===== src/verilog/bspc_pkg.sv =====
`default_nettype none
package bspc_pkg;
  // Command codes taken from the host after a transaction start.
  localparam logic [7:0] BSPC_CMD_READ_BUF = 8'h44;
  localparam logic [7:0] BSPC_CMD_READ_STATUS = 8'h55;
  localparam logic [7:0] BSPC_CMD_GPIO_WRITE = 8'h66;

  // Shared buffer geometry.
  localparam int BSPC_BUF_DEPTH = 8;
  localparam logic [3:0] BSPC_BUF_MAX_LEN = 4'h8;

  // Status byte field positions.
  localparam int BSPC_ST_PORT_A_WRITER = 0;
  localparam int BSPC_ST_PORT_B_WRITER = 1;
  localparam int BSPC_ST_FIRST_LINE = 2;
  localparam int BSPC_ST_SECOND_LINE_SUPPLY = 3;
  localparam int BSPC_ST_CHARGE_CMP = 4;
  localparam int BSPC_ST_GRANT = 5;
  localparam int BSPC_ST_TIMER_RESTART = 6;
  localparam int BSPC_ST_POWER_SOURCE = 7;

  // General pin output byte layout and its reset value (all pins released).
  localparam int BSPC_GPIO_A_BIT = 0;
  localparam int BSPC_GPIO_B_BIT = 1;
  localparam int BSPC_GPIO_C_BIT = 2;
  localparam logic [7:0] BSPC_GPIO_LATCH_RST = 8'h87;

  // Check word: reflected form of x16+x15+x2+1, seeded with zero.
  localparam logic [15:0] BSPC_CRC_POLY_REFL = 16'ha001;
  localparam logic [15:0] BSPC_CRC_SEED = 16'h0000;

  // Byte positions past the payload: check word low byte, then high byte.
  localparam logic [3:0] BSPC_CRC_BYTES = 4'h2;
endpackage : bspc_pkg
`default_nettype wire


===== src/verilog/bspc_byte_if.sv =====
`timescale 1ns/1ps
`default_nettype none
// Byte stream with valid and ready between the engine and its output buffer.
interface bspc_byte_if;
  logic valid;
  logic ready;
  logic [7:0] data;
  modport src (output valid, output data, input ready);
  modport snk (input valid, input data, output ready);
endinterface : bspc_byte_if
`default_nettype wire


===== src/verilog/bspc_skid_fifo.sv =====
`timescale 1ns/1ps
`default_nettype none
module bspc_skid_fifo (
  input wire logic clk_i,
  input wire logic rst_b_i,
  bspc_byte_if.snk in_if,
  bspc_byte_if.src out_if
);
  logic [7:0] mem_r [2];
  logic wr_ptr_r;
  logic rd_ptr_r;
  logic [1:0] count_r;
  logic push;
  logic pop;

  // Two entries let the engine keep pushing for one cycle after the receiver stalls.
  assign in_if.ready = (count_r != 2'd2);
  assign out_if.valid = (count_r != 2'd0);
  assign out_if.data = mem_r[rd_ptr_r];
  assign push = in_if.valid & in_if.ready;
  assign pop = out_if.valid & out_if.ready;

  // Storage carries no reset; only occupied entries are ever shown.
  always_ff @(posedge clk_i) begin
    if (push) begin
      mem_r[wr_ptr_r] <= in_if.data;
    end
  end

  // Pointers and occupancy.
  always_ff @(posedge clk_i) begin
    if (!rst_b_i) begin
      wr_ptr_r <= 1'b0;
      rd_ptr_r <= 1'b0;
      count_r <= 2'd0;
    end else begin
      if (push) begin
        wr_ptr_r <= ~wr_ptr_r;
      end
      if (pop) begin
        rd_ptr_r <= ~rd_ptr_r;
      end
      count_r <= count_r + {1'b0, push} - {1'b0, pop};
    end
  end
endmodule : bspc_skid_fifo
`default_nettype wire


===== src/verilog/bspc_top.sv =====
// Behaviour
// - Length byte: upper nibble zero, low count.
// - Command 44h returns length, data, check word.
// - Return zero to eight buffer bytes.
// - Inverted CRC over command, length, data.
// - Command 55h returns status plus inverted CRC.
// - Bit 0 set when first port wrote.
// - Bit 1 set when second port wrote.
// - Bit 2 shows first line level.
// - Bit 3 is second line AND supply.
// - Bit 4 shows charge comparator output.
// - Bit 5 shows grant pin level.
// - Bit 6 set after read, cleared on reload.
// - Bit 7 shows supply-powered versus parasitic.
// - Pins update only when complement check passes.
// - Zero drives pin low, one releases.
// - Pins A,B,C at bits 0-2, reset released.
// - Pin A ignored while port-A buffer signal enabled.
// - Pin B ignored while port-B buffer signal enabled.
// - Pin C ignored while pin C function zero.
// - Non-empty write sets own writer flag, clears other.
// - Empty buffer returns length zero then CRC.
`timescale 1ns/1ps
`default_nettype none
module bspc_top
  import bspc_pkg::*;
(
  input wire logic clk_i,
  input wire logic rst_b_i,
  input wire logic txn_start_i,
  input wire logic rx_valid_i,
  input wire logic [7:0] rx_data_i,
  output logic rx_ready_o,
  output logic tx_valid_o,
  output logic [7:0] tx_data_o,
  input wire logic tx_ready_i,
  input wire logic buf_byte_we_i,
  input wire logic [2:0] buf_byte_idx_i,
  input wire logic [7:0] buf_byte_i,
  input wire logic buf_commit_i,
  input wire logic buf_commit_port_i,
  input wire logic [3:0] buf_commit_len_i,
  input wire logic first_port_line_i,
  input wire logic second_port_line_i,
  input wire logic logic_supply_i,
  input wire logic charge_comparator_out_i,
  input wire logic grant_pin_level_i,
  input wire logic timer_reload_i,
  input wire logic power_source_flag_i,
  input wire logic port_a_buffer_signal_en_i,
  input wire logic port_b_buffer_signal_en_i,
  input wire logic pin_c_func_sel_i,
  input wire logic [2:0] gpio_pin_i,
  output logic [2:0] gpio_pin_o,
  output logic [2:0] gpio_pin_oe_b_o,
  output logic [7:0] gpio_output_latch_o
);
  // Reply engine states; DONE swallows bytes until the next transaction start.
  typedef enum logic [1:0] {
    BSPC_IDLE,
    BSPC_SEND,
    BSPC_PARAM,
    BSPC_DONE
  } bspc_state_e;

  // One step of the reflected check word, bit by bit from the byte's LSB.
  function automatic logic [15:0] bspc_crc_byte(input logic [15:0] crc, input logic [7:0] b);
    logic [15:0] c;
    c = crc;
    for (int i = 0; i < 8; i++) begin
      if (c[0] ^ b[i]) begin
        c = (c >> 1) ^ BSPC_CRC_POLY_REFL;
      end else begin
        c = c >> 1;
      end
    end
    return c;
  endfunction : bspc_crc_byte

  // Output byte check: upper nibble is the inverted lower one, with bit 7 high and bit 3 low.
  // The fixed bits are checked too, so a byte with both framing bits flipped cannot slip through.
  function automatic logic bspc_gpio_byte_ok(input logic [7:0] b);
    return (b[7:4] == ~b[3:0]) && !b[3];
  endfunction : bspc_gpio_byte_ok

  // Reply engine bookkeeping.
  bspc_state_e state_r;
  logic [7:0] cmd_r;
  logic [15:0] crc_r;
  logic [3:0] idx_r;
  logic [3:0] last_r;
  logic [3:0] rd_len_r;
  logic [7:0] status_snap_r;
  // Shared buffer and the flags that describe its last writer.
  logic [7:0] buf_mem_r [BSPC_BUF_DEPTH];
  logic [3:0] byte_count_r;
  logic port_a_writer_flag_r;
  logic port_b_writer_flag_r;
  logic timer_restart_r;
  // General pin control.
  logic [7:0] gpio_output_latch_r;
  logic [2:0] gpio_oe_b_r;
  // Combinational helpers.
  logic [7:0] bridge_status;
  logic [7:0] out_byte;
  logic rx_fire;
  logic push_fire;
  logic payload_byte;
  logic send_done;

  // Engine to buffer, and buffer to the byte port.
  bspc_byte_if push_if ();
  bspc_byte_if pop_if ();

  // Output buffer; a stalled receiver holds the engine through push_if.ready.
  bspc_skid_fifo u_fifo (
    .clk_i(clk_i),
    .rst_b_i(rst_b_i),
    .in_if(push_if.snk),
    .out_if(pop_if.src)
  );

  assign tx_valid_o = pop_if.valid;
  assign tx_data_o = pop_if.data;
  assign pop_if.ready = tx_ready_i;
  assign push_if.valid = (state_r == BSPC_SEND);
  assign push_if.data = out_byte;

  // Host bytes are refused while a reply is being produced.
  assign rx_ready_o = (state_r != BSPC_SEND);
  assign rx_fire = rx_valid_i & rx_ready_o;
  assign push_fire = push_if.valid & push_if.ready;
  assign payload_byte = (idx_r < (last_r - 4'd1));
  assign send_done = push_fire & (idx_r == last_r);

  // Live status byte, snapshot taken when the command is accepted.
  always_comb begin
    bridge_status = 8'h00;
    bridge_status[BSPC_ST_PORT_A_WRITER] = port_a_writer_flag_r;
    bridge_status[BSPC_ST_PORT_B_WRITER] = port_b_writer_flag_r;
    bridge_status[BSPC_ST_FIRST_LINE] = first_port_line_i;
    bridge_status[BSPC_ST_SECOND_LINE_SUPPLY] = second_port_line_i & logic_supply_i;
    bridge_status[BSPC_ST_CHARGE_CMP] = charge_comparator_out_i;
    bridge_status[BSPC_ST_GRANT] = grant_pin_level_i;
    bridge_status[BSPC_ST_TIMER_RESTART] = timer_restart_r;
    bridge_status[BSPC_ST_POWER_SOURCE] = power_source_flag_i;
  end

  // Reply byte at the current position: payload first, then inverted check word.
  always_comb begin
    out_byte = 8'h00;
    if (idx_r == (last_r - 4'd1)) begin
      out_byte = ~crc_r[7:0];
    end else if (idx_r == last_r) begin
      out_byte = ~crc_r[15:8];
    end else if (cmd_r == BSPC_CMD_READ_STATUS) begin
      out_byte = status_snap_r;
    end else if (idx_r == 4'd0) begin
      out_byte = {4'h0, rd_len_r};
    end else begin
      out_byte = buf_mem_r[3'(idx_r - 4'd1)];
    end
  end

  // Command sequencer; a new transaction start aborts whatever is in flight.
  always_ff @(posedge clk_i) begin
    if (!rst_b_i) begin
      state_r <= BSPC_IDLE;
      cmd_r <= 8'h00;
      idx_r <= 4'h0;
      last_r <= 4'h0;
    end else if (txn_start_i) begin
      state_r <= BSPC_IDLE;
    end else begin
      unique case (state_r)
        BSPC_IDLE: begin
          if (rx_fire) begin
            cmd_r <= rx_data_i;
            idx_r <= 4'h0;
            if (rx_data_i == BSPC_CMD_READ_BUF) begin
              state_r <= BSPC_SEND;
              last_r <= byte_count_r + BSPC_CRC_BYTES;
            end else if (rx_data_i == BSPC_CMD_READ_STATUS) begin
              state_r <= BSPC_SEND;
              last_r <= BSPC_CRC_BYTES;
            end else if (rx_data_i == BSPC_CMD_GPIO_WRITE) begin
              state_r <= BSPC_PARAM;
            end else begin
              state_r <= BSPC_DONE;
            end
          end
        end
        BSPC_SEND: begin
          if (push_fire) begin
            idx_r <= idx_r + 4'd1;
          end
          if (send_done) begin
            state_r <= BSPC_DONE;
          end
        end
        BSPC_PARAM: begin
          if (rx_fire) begin
            state_r <= BSPC_DONE;
          end
        end
        // Held here so trailing host bytes cannot start a second command.
        BSPC_DONE: begin
          state_r <= BSPC_DONE;
        end
      endcase
    end
  end

  // Length and status snapshot, so a buffer commit mid-reply cannot change them; data bytes are read live.
  always_ff @(posedge clk_i) begin
    if (!rst_b_i) begin
      rd_len_r <= 4'h0;
      status_snap_r <= 8'h00;
    end else if (state_r == BSPC_IDLE && rx_fire && !txn_start_i) begin
      rd_len_r <= byte_count_r;
      status_snap_r <= bridge_status;
    end
  end

  // Check word covers the command byte and every payload byte sent.
  always_ff @(posedge clk_i) begin
    if (!rst_b_i) begin
      crc_r <= BSPC_CRC_SEED;
    end else if (state_r == BSPC_IDLE && rx_fire) begin
      crc_r <= bspc_crc_byte(BSPC_CRC_SEED, rx_data_i);
    end else if (state_r == BSPC_SEND && push_fire && payload_byte) begin
      crc_r <= bspc_crc_byte(crc_r, out_byte);
    end
  end

  // Shared buffer contents, filled by the write path outside this block.
  always_ff @(posedge clk_i) begin
    if (buf_byte_we_i) begin
      buf_mem_r[buf_byte_idx_i] <= buf_byte_i;
    end
  end

  // Commit of a buffer write: length above eight leaves everything alone.
  always_ff @(posedge clk_i) begin
    if (!rst_b_i) begin
      byte_count_r <= 4'h0;
      port_a_writer_flag_r <= 1'b0;
      port_b_writer_flag_r <= 1'b0;
    end else if (buf_commit_i && buf_commit_len_i <= BSPC_BUF_MAX_LEN) begin
      byte_count_r <= buf_commit_len_i;
      if (buf_commit_len_i == 4'h0) begin
        port_a_writer_flag_r <= 1'b0;
        port_b_writer_flag_r <= 1'b0;
      end else begin
        port_a_writer_flag_r <= ~buf_commit_port_i;
        port_b_writer_flag_r <= buf_commit_port_i;
      end
    end
  end

  // Restart flag: set after a status reply wins over a reload in the same cycle.
  always_ff @(posedge clk_i) begin
    if (!rst_b_i) begin
      timer_restart_r <= 1'b0;
    end else if (send_done && cmd_r == BSPC_CMD_READ_STATUS) begin
      timer_restart_r <= 1'b1;
    end else if (timer_reload_i) begin
      timer_restart_r <= 1'b0;
    end
  end

  // Output byte latched only when its upper nibble complements the lower.
  always_ff @(posedge clk_i) begin
    if (!rst_b_i) begin
      gpio_output_latch_r <= BSPC_GPIO_LATCH_RST;
    end else if (state_r == BSPC_PARAM && rx_fire && !txn_start_i &&
                 bspc_gpio_byte_ok(rx_data_i)) begin
      gpio_output_latch_r <= rx_data_i;
    end
  end

  // Open-drain drive; a pin owned by its special function is released here.
  always_ff @(posedge clk_i) begin
    if (!rst_b_i) begin
      gpio_oe_b_r <= 3'b111;
    end else begin
      gpio_oe_b_r[0] <= port_a_buffer_signal_en_i | gpio_output_latch_r[BSPC_GPIO_A_BIT];
      gpio_oe_b_r[1] <= port_b_buffer_signal_en_i | gpio_output_latch_r[BSPC_GPIO_B_BIT];
      gpio_oe_b_r[2] <= ~pin_c_func_sel_i | gpio_output_latch_r[BSPC_GPIO_C_BIT];
    end
  end

  // Pins only ever pull low; their sensed level is not used by these commands.
  assign gpio_pin_o = 3'b000;
  assign gpio_pin_oe_b_o = gpio_oe_b_r;
  assign gpio_output_latch_o = gpio_output_latch_r;

  // Sensed pin levels belong to the pin read command, which is not part of this block.
  logic unused_pins;
  assign unused_pins = ^gpio_pin_i;
endmodule : bspc_top
`default_nettype wire


===== config.mk =====
export PLATFORM = sky130hd
export DESIGN_NAME = bspc_top
export DESIGN_NICKNAME = d
export VERILOG_FILES = /design/src/verilog/bspc_pkg.sv /design/src/verilog/bspc_byte_if.sv /design/src/verilog/bspc_skid_fifo.sv /design/src/verilog/bspc_top.sv
export SDC_FILE = /design/constraint.sdc
export NUM_CORES = 1
export LEC_CHECK = 0
export BUFFER_PORTS_ARGS = -buffer_cell sky130_fd_sc_hd__buf_2
export CAP_MARGIN = 20
export CORE_AREA = 3 3 109 111
export DETAILED_ROUTE_END_ITERATION = 8
export DIE_AREA = 0 0 112 114
export PLACE_DENSITY = 0.88
export SYNTH_ARGS = -nofsm -noshare
export SYNTH_HDL_FRONTEND = slang
export SYNTH_SLANG_ARGS = --single-unit

===== constraint.sdc =====
create_clock -name clk_i -period 6.98 [get_ports clk_i]
set_input_delay 0 -clock clk_i [delete_from_list [all_inputs] [get_ports clk_i]]
set_output_delay 0 -clock clk_i [all_outputs]
set_load 0.01 [all_outputs]

; Word level (Yosys, flattened, before mapping)
; Memories as Yosys holds them, arrays and structs flattened. A register that Yosys moved wholly into a read port is not among the register bits.
; Index checks and enable logic that the tools add are counted.
[classes]
n_addsub = 6
order_cmp = 2
n_eq_ne = 16
n_mux = 79
bitwise = 47
reduce_logical = 25
[ops]
columns = operator, count
row1 = two-way mux 16 bit, 53
row2 = inverter 2 -> 3 bit, 15
row3 = equality test 8 x 7 -> 1 bit (second input constant), 4
row4 = two-way mux 8 bit, 4
row5 = two-way mux 4 bit, 4
row6 = inverter 8 bit, 2
row7 = bitwise XOR 1 bit, 15
row8 = equality test 4 bit, 3
row9 = two-way mux 1 bit, 11
row10 = logical AND 1 bit, 10
row11 = two-way mux 2 bit, 5
row12 = != test 2 bit (second input constant), 5
row13 = nonzero test 2 bit, 5
row14 = zero test 4 bit, 2
row15 = case mux 2 bit (4 select lines), 1
row16 = case mux 4 bit (2 select lines), 1
row17 = AND reduction 4 bit, 2
row18 = inverter 1 bit, 6
row19 = AND reduction 3 bit, 2
row20 = bitwise AND 1 bit, 5
row21 = adder 4 x 1 -> 4 bit (second input constant), 1
row22 = adder 4 x 2 -> 4 bit (second input constant), 1
row23 = equality test 2 bit (second input constant), 2
row24 = less-or-equal comparator 4 bit (second input constant), 1
row25 = 12 further kinds, 15
[word_totals]
regBits = 68
ram_bits = 80
input_bits = 44
output_inout_bits = 24
wordCells = 193
n_memories = 2
[memory_table]
columns = memory, depth, word_bits, rd, rd_clocked_by_memory_dff, wr, line
row1 = buf_mem_r, 8, 8, 1, 0, 1, bspc_top.sv:95  ; logic [7:0] buf_mem_r [BSPC_BUF_DEPTH];
row2 = u_fifo.mem_r, 2, 8, 1, 1, 1, bspc_skid_fifo.sv:9  ; logic [7:0] mem_r [2];

; Longest topological paths before layout
; An unclocked memory read counts as a cell.
[depth]
depth_word = 45
ltp_mapped = 16
ltp_nobuf = 14

; Hierarchy
; Synthesis repeated with hierarchy kept, for this count alone.
[hier_totals]
cells_unflattened = 623
hier_area_um2 = 7020.5
[by_module_without_submodules]
columns = module, instances, cells_per_inst, area_per_inst_um2, seq_area_each_um2
row1 = bspc_top, 1, 574, 6209.7, 3203.1
row2 = bspc_skid_fifo, 1, 49, 810.8, 580.6

; Worst setup path after synthesis
; OpenSTA, ideal clock, no wires.
[synth_path]
path_kind = register to register
startpoint = register idx_r[0]
endpoint = register crc_r[15]
setup_ns = 0.130
arrival_time_ns = 3.665
t_required_ns = 6.850
slack_ns = 3.185
path_stages_with_launch = 17
path_buffers = 4
period_less_slack_ns = 3.795
path_cell_list = dfxtp_1 > buf_6 > buf_6 > inv_1 > ha_1 > buf_2 > mux4_2 > mux2_2 > a221oi_1 > a21oi_1 > xor2_1 > xnor3_1 > and3_4 > buf_6 > or4_1 > a41oi_1 > nor3_1
[synth_via]
elab_chain_len = 45
elab_cells_between_ends = 51
classes_between = 1 x add/sub / 1 x order compare / 2 x eq/ne / 35 x mux / 8 x bitwise / 3 x reduce/logical / 1 x memory
[synth_rtl]
columns = item, line
row1 = start: declaration, bspc_top.sv:90  ; logic [3:0] idx_r;
row2 = start signal: assignment, bspc_top.sv:195  ; idx_r <= idx_r + 4'd1;
row3 = subtractor 3 x 1 -> 3 bit, bspc_top.sv:161  ; out_byte = buf_mem_r[3'(idx_r - 4'd1)];
row4 = memory (8 x 8 bit), --
row5 = two-way mux 8 bit, bspc_top.sv:158  ; end else if (idx_r == 4'd0) begin
row6 = two-way mux 8 bit, bspc_top.sv:156  ; end else if (cmd_r == BSPC_CMD_READ_STATUS) begin
row7 = two-way mux 8 bit, bspc_top.sv:154  ; end else if (idx_r == last_r) begin
row8 = two-way mux 8 bit, bspc_top.sv:152  ; if (idx_r == (last_r - 4'd1)) begin
row9 = bitwise XOR 1 bit, bspc_top.sv:71  ; if (c[0] ^ b[i]) begin
row10 = two-way mux 16 bit, bspc_top.sv:71
row11 = [29 not listed], --
row12 = two-way mux 16 bit, bspc_top.sv:71
row13 = two-way mux 16 bit, bspc_top.sv:231  ; end else if (state_r == BSPC_SEND && push_fire && payload_byte) begin
row14 = two-way mux 16 bit, bspc_top.sv:229  ; end else if (state_r == BSPC_IDLE && rx_fire) begin
row15 = two-way mux 16 bit, bspc_top.sv:227  ; if (!rst_b_i) begin
row16 = bitwise XOR 1 bit, bspc_top.sv:71
row17 = two-way mux 16 bit, bspc_top.sv:71
row18 = two-way mux 16 bit, bspc_top.sv:231
row19 = two-way mux 16 bit, bspc_top.sv:229
row20 = end signal: assignment, bspc_top.sv:230  ; crc_r <= bspc_crc_byte(BSPC_CRC_SEED, rx_data_i);
row21 = end signal: assignment, bspc_top.sv:232  ; crc_r <= bspc_crc_byte(crc_r, out_byte);
row22 = end: declaration, bspc_top.sv:89  ; logic [15:0] crc_r;
; Parallel ways exist; a longest one is shown, timed or not. The select of a mux whose other input is x is not followed.
; A chain may end at the register's enable or synchronous reset.

; Final worst setup path
[layout_path]
startpoint = register idx_r[0]
endpoint = register crc_r[0]
; Same word-level chain as after synthesis.

==> flow_metrics.tcl <==
set metrics [dict create \
    status "completed" \
    track_usage_pct 27.9 \
    ir_worst_vdd_mv 0.270 \
    viasPerCell 6.19 \
    ant_nets 0 \
    grt_pass1_wl_mm 27.7 \
    netlist_area_mm2 0.00701 \
    die_w_um 112 \
    synth_cell_type_count 70 \
    cts-root-buf "clkbuf_8" \
    via_count 5433 \
    synth-seq-cells 149 \
    grt_most_used_layer "met2" \
    cpPeakStageDelay_ns 0.93 \
    tritoncts "done" \
    drc 0 \
    drtPass1Iterations 5 \
    setup_viol 0 \
    seq_area_mm2 0.00378 \
    ys_async_sr_fraction_pct 0 \
    syn_avg_cell_area_um2 11.1 \
    multi_input_area_mm2 0.00297 \
    use_met3_pct 7.64 \
    wirelength_mm 16.8 \
    htree_levels 4 \
    hpwl_mm 10.5 \
    diodes 0 \
    clk_pin_slew_worst_paths_ns 0.07 \
    synthSimpleGateAreaFrac_pct 14.8 \
    finalHoldViolCount 0 \
    overflow 0 \
    core_mm2 0.0109 \
    start_util_pct 64.4 \
    setup_slack_ns 1.94 \
    grt_pass1_vias 5642 \
    rows 38 \
    slew_violations 0 \
    areaGrowthSynthToFinish_pct 19.1 \
    finalClockSkew_ns 0.00841 \
    p_leak_nw 3.14 \
    clk_path_buf_depth 2 \
    grt_max_degree 48 \
    fin_crit_sh_pct 72.3 \
    drt_iter0_markers 514 \
    min_path_type "input port to register" \
    path_class "register to register" \
    crit_family "compound AO/OA/AOI/OAI gates" \
    hold_buffers 45 \
    maxSlewHeadroom_pct 39.5 \
    yosys_warnings 0 \
    end_kind "register" \
    ys.flop_type "edfxtp_1" \
    synth_compound_area_share_pct 10.4 \
    fp.dieH_um 114 \
    num_io_pins 68 \
    met1_usage_pct 32.9 \
    synth_top_family_by_area "simple AND/OR/NAND/NOR gates" \
    synth.yosys.seq_area_share_pct 54.0 \
    cp_data_arrival_time_ns 5.51 \
    dpl_worst_slack_ns 2.12 \
    crit_buf_inv 2 \
    path_cells "buf_4, inv_1, ha_1, mux4_2, mux2_2, a221oi_1, a21oi_1, xor2_1, xnor3_1, a21oi_1, nor2_1, xnor3_1, o31ai_1" \
    portBuffers 61 \
    synth_mux_area_share_pct 8.12 \
    gp_congestion 0.878 \
    synth_edf_count 80 \
    power.density_mw_per_mm2 262 \
    clk_latency_ns 0.55 \
    antenna_found_initial 0 \
    dieArea_mm2 0.0128 \
    nets 787 \
    synth_fa_ha_area_share_pct 3.21 \
    cts_setup_buffers 0 \
    worst_pin_slew_ns 0.899 \
    synth_cells 629 \
    cpMaxStageDelayCell "ha_1" \
    tns_ns 0 \
    rsz0062_at_grt "false" \
    drive_above_1_share_pct 18.8 \
    wl_per_cell_um 19.2 \
    n_fill_cell 619 \
    start_kind "register" \
    cp_data_required_time_ns 7.44 \
    min_period_ns 5.04 \
    numCtsBuffers 17 \
    crit_fanout 25 \
    ctsResizeCount 0 \
    met2_usage_pct 46.5 \
    maxCapViolations 0 \
    fmax_mhz 198 \
    synthXorXnorAreaFrac_pct 5.48 \
    clock-sinks 149 \
]
cell usage after synthesis, types with 4 or more instances:
library cell  instances  area, µm²
nand2_1              87        327
o21ai_0              15       75.1
or3_1                 7       43.8
and2_1                7       43.8
mux2_2               14        158
nor2_1               50        188
a21oi_1              51        255
buf_2                 4       20.0
buf_6                 6       67.6
nor3_1               11       55.1
nor3b_1               8       60.1
inv_1                17       63.8
dfxtp_1              69       1380
nand2b_1             10       62.6
xor2_1               14        123
a221oi_1              4       35.0
xnor2_1              21        184
ha_1                 18        225
buf_4                 4       30.0
mux4_2               12        270
clkbuf_1             24       90.1
a32oi_1               5       43.8
or4_1                 4       30.0
edfxtp_1             80       2400
nand4_1               5       31.3
nand3_1               6       30.0
mux2i_1              13        130
layout make-up:
type,count,area share [%]
multi-input combinational,426,35.5
clock buffer,17,4.96
clock inverter,15,1.65
timing repair buffer,113,9.68
sequential,149,45.3
tap,140,2.10
inverter,18,0.809
routing by layer:
| metal | up-vias | wire length (µm) |
|---|---|---|
| li1 | 2462 | - |
| met1 | 2584 | 6430 |
| met2 | 322 | 8370 |
| met3 | 65 | 1420 |
| met4 | 0 | 610 |
| met5 | - | 0 |
cells in the final DEF (no fill, tap or decap), types with 4 or more instances in the layout:
cell	instances
buf_2	61
buf_4	7
nor3b_1	8
nand3_1	6
clkbuf_16	16
ha_1	18
and2_1	7
nand2b_1	10
xor2_1	14
clkinv_4	5
nor3_1	11
nor2_1	50
inv_6	7
mux4_2	12
a221oi_1	4
o21ai_0	15
a21oi_1	51
mux2_2	14
nand2_1	87
nand4_1	5
edfxtp_1	80
dfxtp_1	69
mux2i_1	13
dlygate4sd3_1	45
xnor2_1	21
a32oi_1	5
or4_1	4
inv_1	17
or3_1	7
cell families (layout without fill, tap and decap cells):
kind of cell | Yosys count | count (layout)
flip-flops | 149 | 149
AND/OR/NAND/NOR | 214 | 214
XOR/XNOR | 39 | 39
adder cells (fa/ha/maj) | 18 | 18
buffers and inverters | 56 | 163
AO/OA/AOI/OAI | 112 | 112
other | 1 | 3
multiplexers | 40 | 40
worst register-to-register path: stages (launching register included):
cell and delay, ns:
dfxtp_1 0.31, buf_4 0.34, inv_1 0.19, ha_1 0.93, mux4_2 0.44, mux2_2 0.28
a221oi_1 0.40, a21oi_1 0.13, xor2_1 0.34, xnor3_1 0.41, a21oi_1 0.44, nor2_1 0.16
xnor3_1 0.38, o31ai_1 0.22
state kept, by name, indices dropped and copies added (netlist names), 2 cells and up, named ones only:
register / flops
rd_len_r: 4
crc_r: 16
byte_count_r: 4
cmd_r: 8
gpio_pin_oe_b_o: 3
u_fifo.count_r: 2
buf_mem_r: 64
idx_r: 4
last_r: 4
status_snap_r: 8
u_fifo.mem_r: 16
state_r: 2
gpio_output_latch_o: 8
path summary, 6_finish.rpt:
| path | from | end | slack [ns] | cells past startpoint |
|---|---|---|---|---|
| worst max register to register | idx_r[0] | crc_r[0] | 1.94 | 13 |
| worst min register to register | port_b_writer_flag_r | status_snap_r[1] | 0.46 | 2 |
| worst min-delay path | buf_byte_we_i | buf_mem_r[0][0] | 0.10 | 4 |
| worst max-delay path | idx_r[0] | crc_r[0] | 1.94 | 13 |
power by group:
group | leakage, nW | total, mW | internal (mW) | switching (mW)
clock | 0.274 | 0.842 | 0.452 | 0.390
sequential | 1.28 | 0.995 | 0.967 | 0.0278
combinational | 1.58 | 0.353 | 0.165 | 0.188
per-stage QoR:
| step | instance area [µm²] | power [mW] | instances | hold slack [ns] | utilization (%) |
|---|---|---|---|---|---|
| finish | 8350 | 2.19 | 878 | 0.103 | 76.7 |
| global route | 8350 | 2.28 | 878 | 0.0992 | 76.7 |
| CTS | 8350 | 2.19 | 878 | 0.0736 | 76.6 |
| floorplan | 7020 | 1.26 | 631 | 0.0864 | - |
| global placement | 7340 | 1.32 | 801 | 0.179 | 67.4 |
| detailed placement | 7340 | 1.33 | 801 | 0.181 | 67.4 |
Note: power is estimated with default switching activity, not from simulation.
